### config.mk
export PLATFORM = sky130hd
export DESIGN_NAME = ocm_clock_loss_monitor
export DESIGN_NICKNAME = d
export VERILOG_FILES = /design/src/design/ocm_pkg.sv /design/src/design/ocm_clock_loss_monitor.sv
export SDC_FILE = /design/constraint.sdc
export NUM_CORES = 1
export LEC_CHECK = 0
export BUFFER_PORTS_ARGS = -buffer_cell sky130_fd_sc_hd__buf_2
export CAP_MARGIN = 5
export CORE_MARGIN = 1
export CORE_UTILIZATION = 45
export DETAILED_ROUTE_END_ITERATION = 10
export PLACE_DENSITY_LB_ADDON = 0.12
export RECOVER_POWER = 100
export SLEW_MARGIN = 20
export SYNTH_ARGS = -nofsm -noshare
export SYNTH_HDL_FRONTEND = slang
export SYNTH_SLANG_ARGS = --single-unit
### constraint.sdc
create_clock -name clk -period 0.8 [get_ports clk]
set_input_delay 0.08 -clock clk [delete_from_list [all_inputs] [get_ports clk]]
set_output_delay 0.08 -clock clk [all_outputs]
set_load 0.02 [all_outputs]
### src/design/ocm_pkg.sv
// Constants shared by the oscillator clock-loss monitor.
// Assumes the monitor runs on the always-on RC reference clock.
package ocm_pkg;

   // Reference clock rate and period of the monitor.
   localparam int unsigned CLK_HZ            = 25_000_000;
   localparam int unsigned CLK_PERIOD_NS     = 40;

   // Reference periods without a toggle that count as a stopped oscillator.
   localparam logic [3:0]  OSC_STOP_PERIODS  = 4'h9;
   localparam logic [3:0]  IDLE_COUNT_ZERO   = 4'h0;
   localparam logic [3:0]  IDLE_COUNT_STEP   = 4'h1;

   // Output clocks are the source divided by four: toggle every second rising edge.
   localparam logic        DIV4_COUNT_ZERO   = 1'b0;

   // Position of the loss switch enable in the clock select register.
   localparam int unsigned LOSS_SWITCH_BIT   = 8;
   localparam int unsigned CLKSEL_WIDTH      = 16;

   // Reference clock source encoding.
   localparam logic        REF_SEL_OSC       = 1'b0;
   localparam logic        REF_SEL_RC        = 1'b1;

   // Observation clock source selection.
   localparam int unsigned OBS_SEL_WIDTH     = 3;
   localparam logic [2:0]  OBS_SEL_OFF       = 3'h0;
   localparam logic [2:0]  OBS_SEL_MAIN_OSC  = 3'h1;
   localparam logic [2:0]  OBS_SEL_SYS       = 3'h2;
   localparam logic [2:0]  OBS_SEL_MCU_SYS   = 3'h3;
   localparam logic [2:0]  OBS_SEL_SYS_DIV4  = 3'h4;
   localparam logic [2:0]  OBS_SEL_MCU_DIV4  = 3'h5;
   localparam logic [2:0]  OBS_SEL_LOSS      = 3'h6;

   // Monitor states.
   typedef enum logic [0:0] {
      OCM_RUNNING,
      OCM_LOST
   } ocm_state_t;

endpackage : ocm_pkg

### src/design/ocm_clock_loss_monitor.sv
// Oscillator clock-loss monitor with divided and observation clock outputs.
// Assumes clk is the always-on RC reference clock and all inputs are synchronous to it.
//
// Notes on behaviour
// Monitor logic runs on the RC reference clock, not the watched oscillator.
// Nine reference periods without an oscillator toggle declare clock loss.
// On loss, switch reference to RC clock only if bit 8 enabled.
// Error output is driven low while clock loss is present.
// The external supervisor performs recovery; the monitor does none itself.
// Each system clock output is its system clock divided by four.
// System clock outputs have fixed sources with no selection.
// Observation outputs select one of several internal clocks, for debug only.
// A clock output pad works only when its receive-active bit is set.
// Clock loss stays latched with error low until reset.
`timescale 1ns/1ps

module ocm_clock_loss_monitor
(
   // Clock and reset.
   input  wire logic                                clk,
   input  wire logic                                arst_n,
   // Watched oscillator and system clocks, sampled as levels.
   input  wire logic                                main_osc_clock,
   input  wire logic                                system_clock_main,
   input  wire logic                                mcu_system_clock_main,
   // Configuration.
   input  wire logic [ocm_pkg::CLKSEL_WIDTH-1:0]    pll_clock_select_reg,
   input  wire logic [ocm_pkg::OBS_SEL_WIDTH-1:0]   observe_select,
   input  wire logic [ocm_pkg::OBS_SEL_WIDTH-1:0]   mcu_observe_select,
   input  wire logic                                main_pad_receive_active,
   input  wire logic                                mcu_pad_receive_active,
   // Status and fault report.
   output logic                                     clock_loss,
   output logic                                     ref_clock_select,
   output logic                                     error_out_n,
   // Clock outputs.
   output logic                                     sys_div4_clock_out,
   output logic                                     mcu_div4_clock_out,
   output logic                                     observe_clock_out,
   output logic                                     mcu_observe_clock_out
);

   // Rising edge of a sampled clock level.
   // The previous-sample flops reset low, the idle level of the sampled clocks, so no false edge follows reset.
   function automatic logic rise(input logic prev, input logic cur);
      rise = cur & ~prev;
   endfunction : rise

   // Picks one observation source for a given select code.
   function automatic logic obs_pick(input logic [ocm_pkg::OBS_SEL_WIDTH-1:0] sel,
                                     input logic osc, input logic sys, input logic mcu,
                                     input logic sdiv, input logic mdiv, input logic loss);
      case (sel)
         ocm_pkg::OBS_SEL_MAIN_OSC: obs_pick = osc;
         ocm_pkg::OBS_SEL_SYS:      obs_pick = sys;
         ocm_pkg::OBS_SEL_MCU_SYS:  obs_pick = mcu;
         ocm_pkg::OBS_SEL_SYS_DIV4: obs_pick = sdiv;
         ocm_pkg::OBS_SEL_MCU_DIV4: obs_pick = mdiv;
         ocm_pkg::OBS_SEL_LOSS:     obs_pick = loss;
         default:                   obs_pick = 1'b0;
      endcase
   endfunction : obs_pick

   logic                rst_meta;
   logic                rst_sync_n;
   logic                osc_prev;
   logic [3:0]          idle_count;
   logic [3:0]          next_idle_count;
   ocm_pkg::ocm_state_t state;
   ocm_pkg::ocm_state_t next_state;
   logic                sys_prev;
   logic                mcu_prev;
   logic                sys_half;
   logic                mcu_half;
   logic                sys_div4;
   logic                mcu_div4;

   // The oscillator is sampled as a level, so any difference between two samples counts as a toggle.
   // An oscillator near or above half the reference rate can alias and look stopped; the monitor only
   // promises to catch an oscillator that has really stopped.
   wire logic osc_toggled  = osc_prev ^ main_osc_clock;
   wire logic stop_reached = (idle_count == ocm_pkg::OSC_STOP_PERIODS);
   wire logic switch_en    = pll_clock_select_reg[ocm_pkg::LOSS_SWITCH_BIT];
   wire logic sys_rise     = rise(sys_prev, system_clock_main);
   wire logic mcu_rise     = rise(mcu_prev, mcu_system_clock_main);
   wire logic lost         = (state == ocm_pkg::OCM_LOST);
   wire logic obs_main     = obs_pick(observe_select, main_osc_clock, system_clock_main,
                                      mcu_system_clock_main, sys_div4, mcu_div4, lost);
   wire logic obs_mcu      = obs_pick(mcu_observe_select, main_osc_clock, system_clock_main,
                                      mcu_system_clock_main, sys_div4, mcu_div4, lost);

   // Reset release through two flip-flops.
   // Entry into reset is immediate; release waits two edges so no flop sees a release near its edge.
   always_ff @(posedge clk or negedge arst_n)
   begin
      if (!arst_n)
      begin
         rst_meta   <= 1'b0;
         rst_sync_n <= 1'b0;
      end
      else
      begin
         rst_meta   <= 1'b1;
         rst_sync_n <= rst_meta;
      end
   end

   // idle period count
   always_comb
   begin
      // The count saturates at the stop value so it cannot wrap and hide a stopped oscillator.
      if (osc_toggled)
         next_idle_count = ocm_pkg::IDLE_COUNT_ZERO;
      else if (stop_reached)
         next_idle_count = idle_count;
      else
         next_idle_count = idle_count + ocm_pkg::IDLE_COUNT_STEP;
   end

   // latched loss state
   // Nothing but reset leaves the lost state, even if the oscillator comes back.
   always_comb
   begin
      case (state)
         ocm_pkg::OCM_RUNNING: next_state = stop_reached ? ocm_pkg::OCM_LOST : ocm_pkg::OCM_RUNNING;
         ocm_pkg::OCM_LOST:    next_state = ocm_pkg::OCM_LOST;
         default:              next_state = ocm_pkg::OCM_RUNNING;
      endcase
   end

   // monitor on reference clock
   always_ff @(posedge clk or negedge rst_sync_n)
   begin
      if (!rst_sync_n)
      begin
         osc_prev   <= 1'b0;
         idle_count <= ocm_pkg::IDLE_COUNT_ZERO;
         state      <= ocm_pkg::OCM_RUNNING;
      end
      else
      begin
         osc_prev   <= main_osc_clock;
         idle_count <= next_idle_count;
         state      <= next_state;
      end
   end

   // Fault outputs, registered one cycle after the loss state.
   always_ff @(posedge clk or negedge rst_sync_n)
   begin
      if (!rst_sync_n)
      begin
         clock_loss       <= 1'b0;
         error_out_n      <= 1'b1;
         ref_clock_select <= ocm_pkg::REF_SEL_OSC;
      end
      else
      begin
         clock_loss  <= lost;
         // error pin low
         error_out_n <= ~lost;
         // switch to RC
         // The switch is one way until reset; an enable set after the loss acts on the next edge.
         if (lost && switch_en)
            ref_clock_select <= ocm_pkg::REF_SEL_RC;
      end
   end

   // divide by four
   always_ff @(posedge clk or negedge rst_sync_n)
   begin
      if (!rst_sync_n)
      begin
         sys_prev <= 1'b0;
         mcu_prev <= 1'b0;
         sys_half <= ocm_pkg::DIV4_COUNT_ZERO;
         mcu_half <= ocm_pkg::DIV4_COUNT_ZERO;
         sys_div4 <= 1'b0;
         mcu_div4 <= 1'b0;
      end
      else
      begin
         sys_prev <= system_clock_main;
         mcu_prev <= mcu_system_clock_main;
         if (sys_rise)
         begin
            sys_half <= ~sys_half;
            if (sys_half)
               sys_div4 <= ~sys_div4;
         end
         if (mcu_rise)
         begin
            mcu_half <= ~mcu_half;
            if (mcu_half)
               mcu_div4 <= ~mcu_div4;
         end
      end
   end

   // Pad outputs.
   // A pad whose receive-active bit is clear is held low rather than left toggling.
   always_ff @(posedge clk or negedge rst_sync_n)
   begin
      if (!rst_sync_n)
      begin
         sys_div4_clock_out    <= 1'b0;
         mcu_div4_clock_out    <= 1'b0;
         observe_clock_out     <= 1'b0;
         mcu_observe_clock_out <= 1'b0;
      end
      else
      begin
         // fixed sources
         // receive active gating
         sys_div4_clock_out    <= sys_div4 & main_pad_receive_active;
         mcu_div4_clock_out    <= mcu_div4 & mcu_pad_receive_active;
         // observation select
         observe_clock_out     <= obs_main & main_pad_receive_active;
         mcu_observe_clock_out <= obs_mcu & mcu_pad_receive_active;
      end
   end

endmodule : ocm_clock_loss_monitor

After elaboration in Yosys (flattened, before gate mapping). Index checks and enable logic that the tools add are counted.

Register bits: 21. Word-level logic and storage cells: 56. Output and inout bits: 7.

Eq/ne operators: 14. Add/subtract/negate cells: 1. Multiplexer cells: 6. Bitwise gates (word level): 14. Reduce and logical (&&, ||, !) cells: 3.

Operator list (count): == test 3 bit (second input constant) (6); == test 3 x 2 -> 1 bit (second input constant) (4); one-hot mux 1 bit (6 select lines) (2); 2-to-1 mux 4 bit (2); NOT 1 bit (7); AND 1 bit (6); == test 3 x 1 -> 1 bit (second input constant) (2); adder 4 x 1 -> 4 bit (second input constant) (1); == test 4 bit (second input constant) (1); AND reduction 2 bit (2); != test 2 bit (second input constant) (1); one-hot mux 1 bit (2 select lines) (1); logical AND 1 bit (1); 2-to-1 mux 1 bit (1); bitwise XOR 1 bit (1).

Depth between registers and ports, before layout.
Word-level depth: 3. Mapped depth: 5. Depth with buffers taken out: 5.

Least setup slack after synthesis. No wires, ideal clock.

Kind: register to register. Start point: register idle_count[0]. End point: register idle_count[0]. Data arrival time: 0.914 ns. Stages on the path, launching flop included: 5. Clock period less this slack: 1.043 ns. Path slack: -0.243 ns. Required time: 0.671 ns. Cells stage by stage: dfrtp_1 ha_1 nand3b_1 xnor2_1 nor2_1.

Cells in the longest elaborated chain, start to end: 3. Elaborated cells on any way between the ends: 5. Those cells by class: 1 x add/sub; 2 x eq/ne; 2 x mux.

RTL lines: from (decl) (line ocm_clock_loss_monitor.sv:67) `logic [3:0] idle_count;`; from (signal assigned) (line ocm_clock_loss_monitor.sv:137) `idle_count <= ocm_pkg::IDLE_COUNT_ZERO;`; from (signal assigned) (line ocm_clock_loss_monitor.sv:143) `idle_count <= next_idle_count;`; adder 4 x 1 -> 4 bit (line ocm_clock_loss_monitor.sv:117) `next_idle_count = idle_count + ocm_pkg::IDLE_COUNT_STEP;`; 2-to-1 mux 4 bit (line ocm_clock_loss_monitor.sv:114) `else if (stop_reached)`; 2-to-1 mux 4 bit (line ocm_clock_loss_monitor.sv:112) `if (osc_toggled)`.

Parallel ways exist; a longest one is shown, timed or not. The select of a mux whose other input is x is not followed. A chain may end at the register's enable or synchronous reset.

Worst setup path after layout.
Start point: register idle_count[1]. End point: register idle_count[0].

Cells in the longest elaborated chain, start to end: 2.

RTL lines: == test 4 bit (line ocm_clock_loss_monitor.sv:82) `wire logic stop_reached = (idle_count == ocm_pkg::OSC_STOP_PERIODS);`; != test 2 bit (no line).

No other way between the ends.

==> out/results.txt <==
Die ar. -> 2010 um2
Max Clk Rate -> 831 MHz
Yosys Warn Count -> 0
Final Max Slew Viols -> 0
Post-detail-place hpwl -> 980 um
Setup slack after layout -> -404 ps
Final worst path period share -> 151%
CP Data Required Time -> 990 ps
RD Place Congestion -> 0.711
DR iter-0 viols -> 5
Drt drc -> 0
Overflow after GRT -> 0
Outcome -> finished, violations left
First-pass GRT wire length -> 2460 um
CP Capture Type -> register
Pwr Total -> 2.60 mW
Pwr Density -> 2110 nW/um2
Pre-antenna DRT Iters -> 4
Initial antenna violation count -> 0
Cell Area, Synth -> 825 um2
Die height -> 44.8 um
Failing checks -> setup timing
Max-Cap Viols -> 0
Hold_ws -> 74.0 ps
Leak -> 0.551 nW
Share of layout cells above drive strength 1 -> 38.0%
Post-Syn Area per Cell -> 12.5 um2
Cell count after synthesis -> 66
Fill cells -> 134
Clk_lat worst skew -> 300 ps
CP Launch Type -> register
Vias -> 656
Fin area -> 1230 um2
Final setup fails -> 16
Area Growth Syn to Fin -> 49.6%
Worst-path clk slew -> 110 ps
Seq/Total Area, Yosys -> 63.9%
Post-placement cell area -> 1030 um2
Utilization after layout -> 71.4%
Setup_tns -> -2720 ps
Reg with most FFs -> idle_count
Clock sinks -> 21
# H-tree levels -> 1
Post-Synthesis Net Count -> 97
Final Net Count -> 140
Worst slack, placed -> -353 ps
Cell row count -> 15
Ant. Diodes -> 0
Post-route ant nets -> 0
Worst Skew -> 2.08 ps
Vias per cell -> 4.93
Initial Util -> 47.8%
Worst vdd ir -> 1.27 mV
Fin crit period -> 1200 ps
Final Instance Count excl. Fillers -> 133
DR WL/cell -> 12.3 um
CTS tree -> yes
Root buffer cell -> clkbuf_4
Vias in the first global route -> 630
Count of port buffers added during placement -> 20
Largest net degree at the start of global routing -> 20
Endpoints failing hold -> 0
Hold WC Path Type -> in -> async
Core Area -> 1730 um2
Total GRT Usage -> 17.6%
Placed insts -> 119
Yosys cell types -> 23
TritonCTS buffer count -> 3
Flops & latches, synth -> 21
Max Root-Sink Buffers -> 2
CP arrival -> 1400 ps
I/O pin count -> 36
Critical path fanouts, max -> 5
Largest register FFs -> 4
Die width -> 44.8 um
RSZ-0062 raised after global routing -> yes
Final wirelength -> 1630 um
WS Path Type -> reg -> reg
-- synthesized netlist by cell type --
library cell	instances	area, um2
a211oi_1	1	7.51
a21o_1	1	7.51
a21oi_1	2	10.0
a31oi_1	2	12.5
and2_1	2	12.5
and4_1	2	17.5
conb_1	1	3.75
dfrtp_1	20	500
dfstp_2	1	26.3
ha_1	2	25.0
inv_1	3	11.3
nand2_1	3	11.3
nand2b_1	2	12.5
nand3_1	1	5.00
nand3b_1	3	22.5
nor2_1	3	11.3
nor2b_1	2	12.5
nor3_1	2	10.0
nor3b_1	1	7.51
o21ai_0	2	10.0
o221ai_1	2	17.5
xnor2_1	6	52.6
xor2_1	2	17.5
-- power by group --
| part | switching, mW | leakage (nW) | internal [mW] |
|---|---|---|---|
| Combinational | 0.314 | 0.289 | 0.422 |
| Sequential | 0.124 | 0.247 | 1.25 |
| Clock | 0.302 | 0.0150 | 0.194 |
| Total | 0.741 | 0.551 | 1.86 |
-- critical path: stages, from the launching register on --
cell and delay (ps):
dfrtp_1 400, inv_1 70, ha_2 160, nand3b_1 210
xnor2_1 210, nor2_1 50
-- logic make-up (layout without fill, tap and decap cells) --
family / Yosys count / after routing / share of synthesized area, %
AO/OA/AOI/OAI: 10 / 10 / 7.89
XOR/XNOR: 8 / 8 / 8.50
adder cells (fa/ha/maj): 2 / 2 / 3.03
buffers and inverters: 3 / 45 / 1.37
flip-flops: 21 / 21 / 63.9
other: 1 / 1 / 0.455
AND/OR/NAND/NOR: 21 / 21 / 14.9
-- per-layer routing --
| layer | part of all wire, % | routed length (um) | GRT usage [%] |
|---|---|---|---|
| met5 | 0 | 0 | 0 |
| met4 | 1.5 | 24 | 9.70 |
| met3 | 3.6 | 58 | 3.60 |
| met2 | 55 | 902 | 32.6 |
| met1 | 40 | 648 | 18.3 |
-- final timing paths --
path,slack [ps],cells after the start,to,from
min,70,2,rst_meta$_DFF_PN0_,arst_n
min in group clk,120,3,mcu_half$_DFFE_PN0P_,mcu_system_clock_main
min reg2reg,280,1,sys_div4$_DFFE_PN0P_,rst_sync_n$_DFF_PN0_
max,-400,5,idle_count[0]$_DFFE_PN0P_,idle_count[1]$_DFFE_PN0P_
max in group asynchronous,170,1,error_out_n$_DFF_PN1_,rst_sync_n$_DFF_PN0_
max reg2reg,-400,5,idle_count[0]$_DFFE_PN0P_,idle_count[1]$_DFFE_PN0P_
-- cells in the final DEF (no fill, tap or decap), drive strengths merged --
cell type / instances
ha: 2
nand2b: 2
xnor2: 6
o21ai: 2
a211oi: 1
a31oi: 2
nand3b: 3
buf: 25
nor3: 2
dfstp: 1
inv: 3
a21o: 1
a21oi: 2
conb: 1
dlygate4sd3: 7
o221ai: 2
dfrtp: 20
xor2: 2
nor2: 3
nand3: 1
and4: 2
nor2b: 2
and2: 2
nor3b: 1
clkdlybuf4s15: 1
nand2: 3
clkbuf: 9
-- final cells by class --
type,instances,area (um2),area share (%)
Multi-Input combinational cell,42,339,27.5
Tap cell,25,31.3,2.54
Clock buffer,4,26.3,2.13
Timing Repair Buffer,38,299,24.2
Inverter,3,11.3,0.913
Sequential cell,21,527,42.7
-- timing repair --
action,4_1_cts,5_1_grt
gates resized for setup,16,13
hold buffers,7,0
hold endpoints to repair,8,0
pin swaps,2,8
setup endpoints to repair,14,18
buffers inserted,2,2
cloned,0,0
Power figures use the tool's default switching activity.
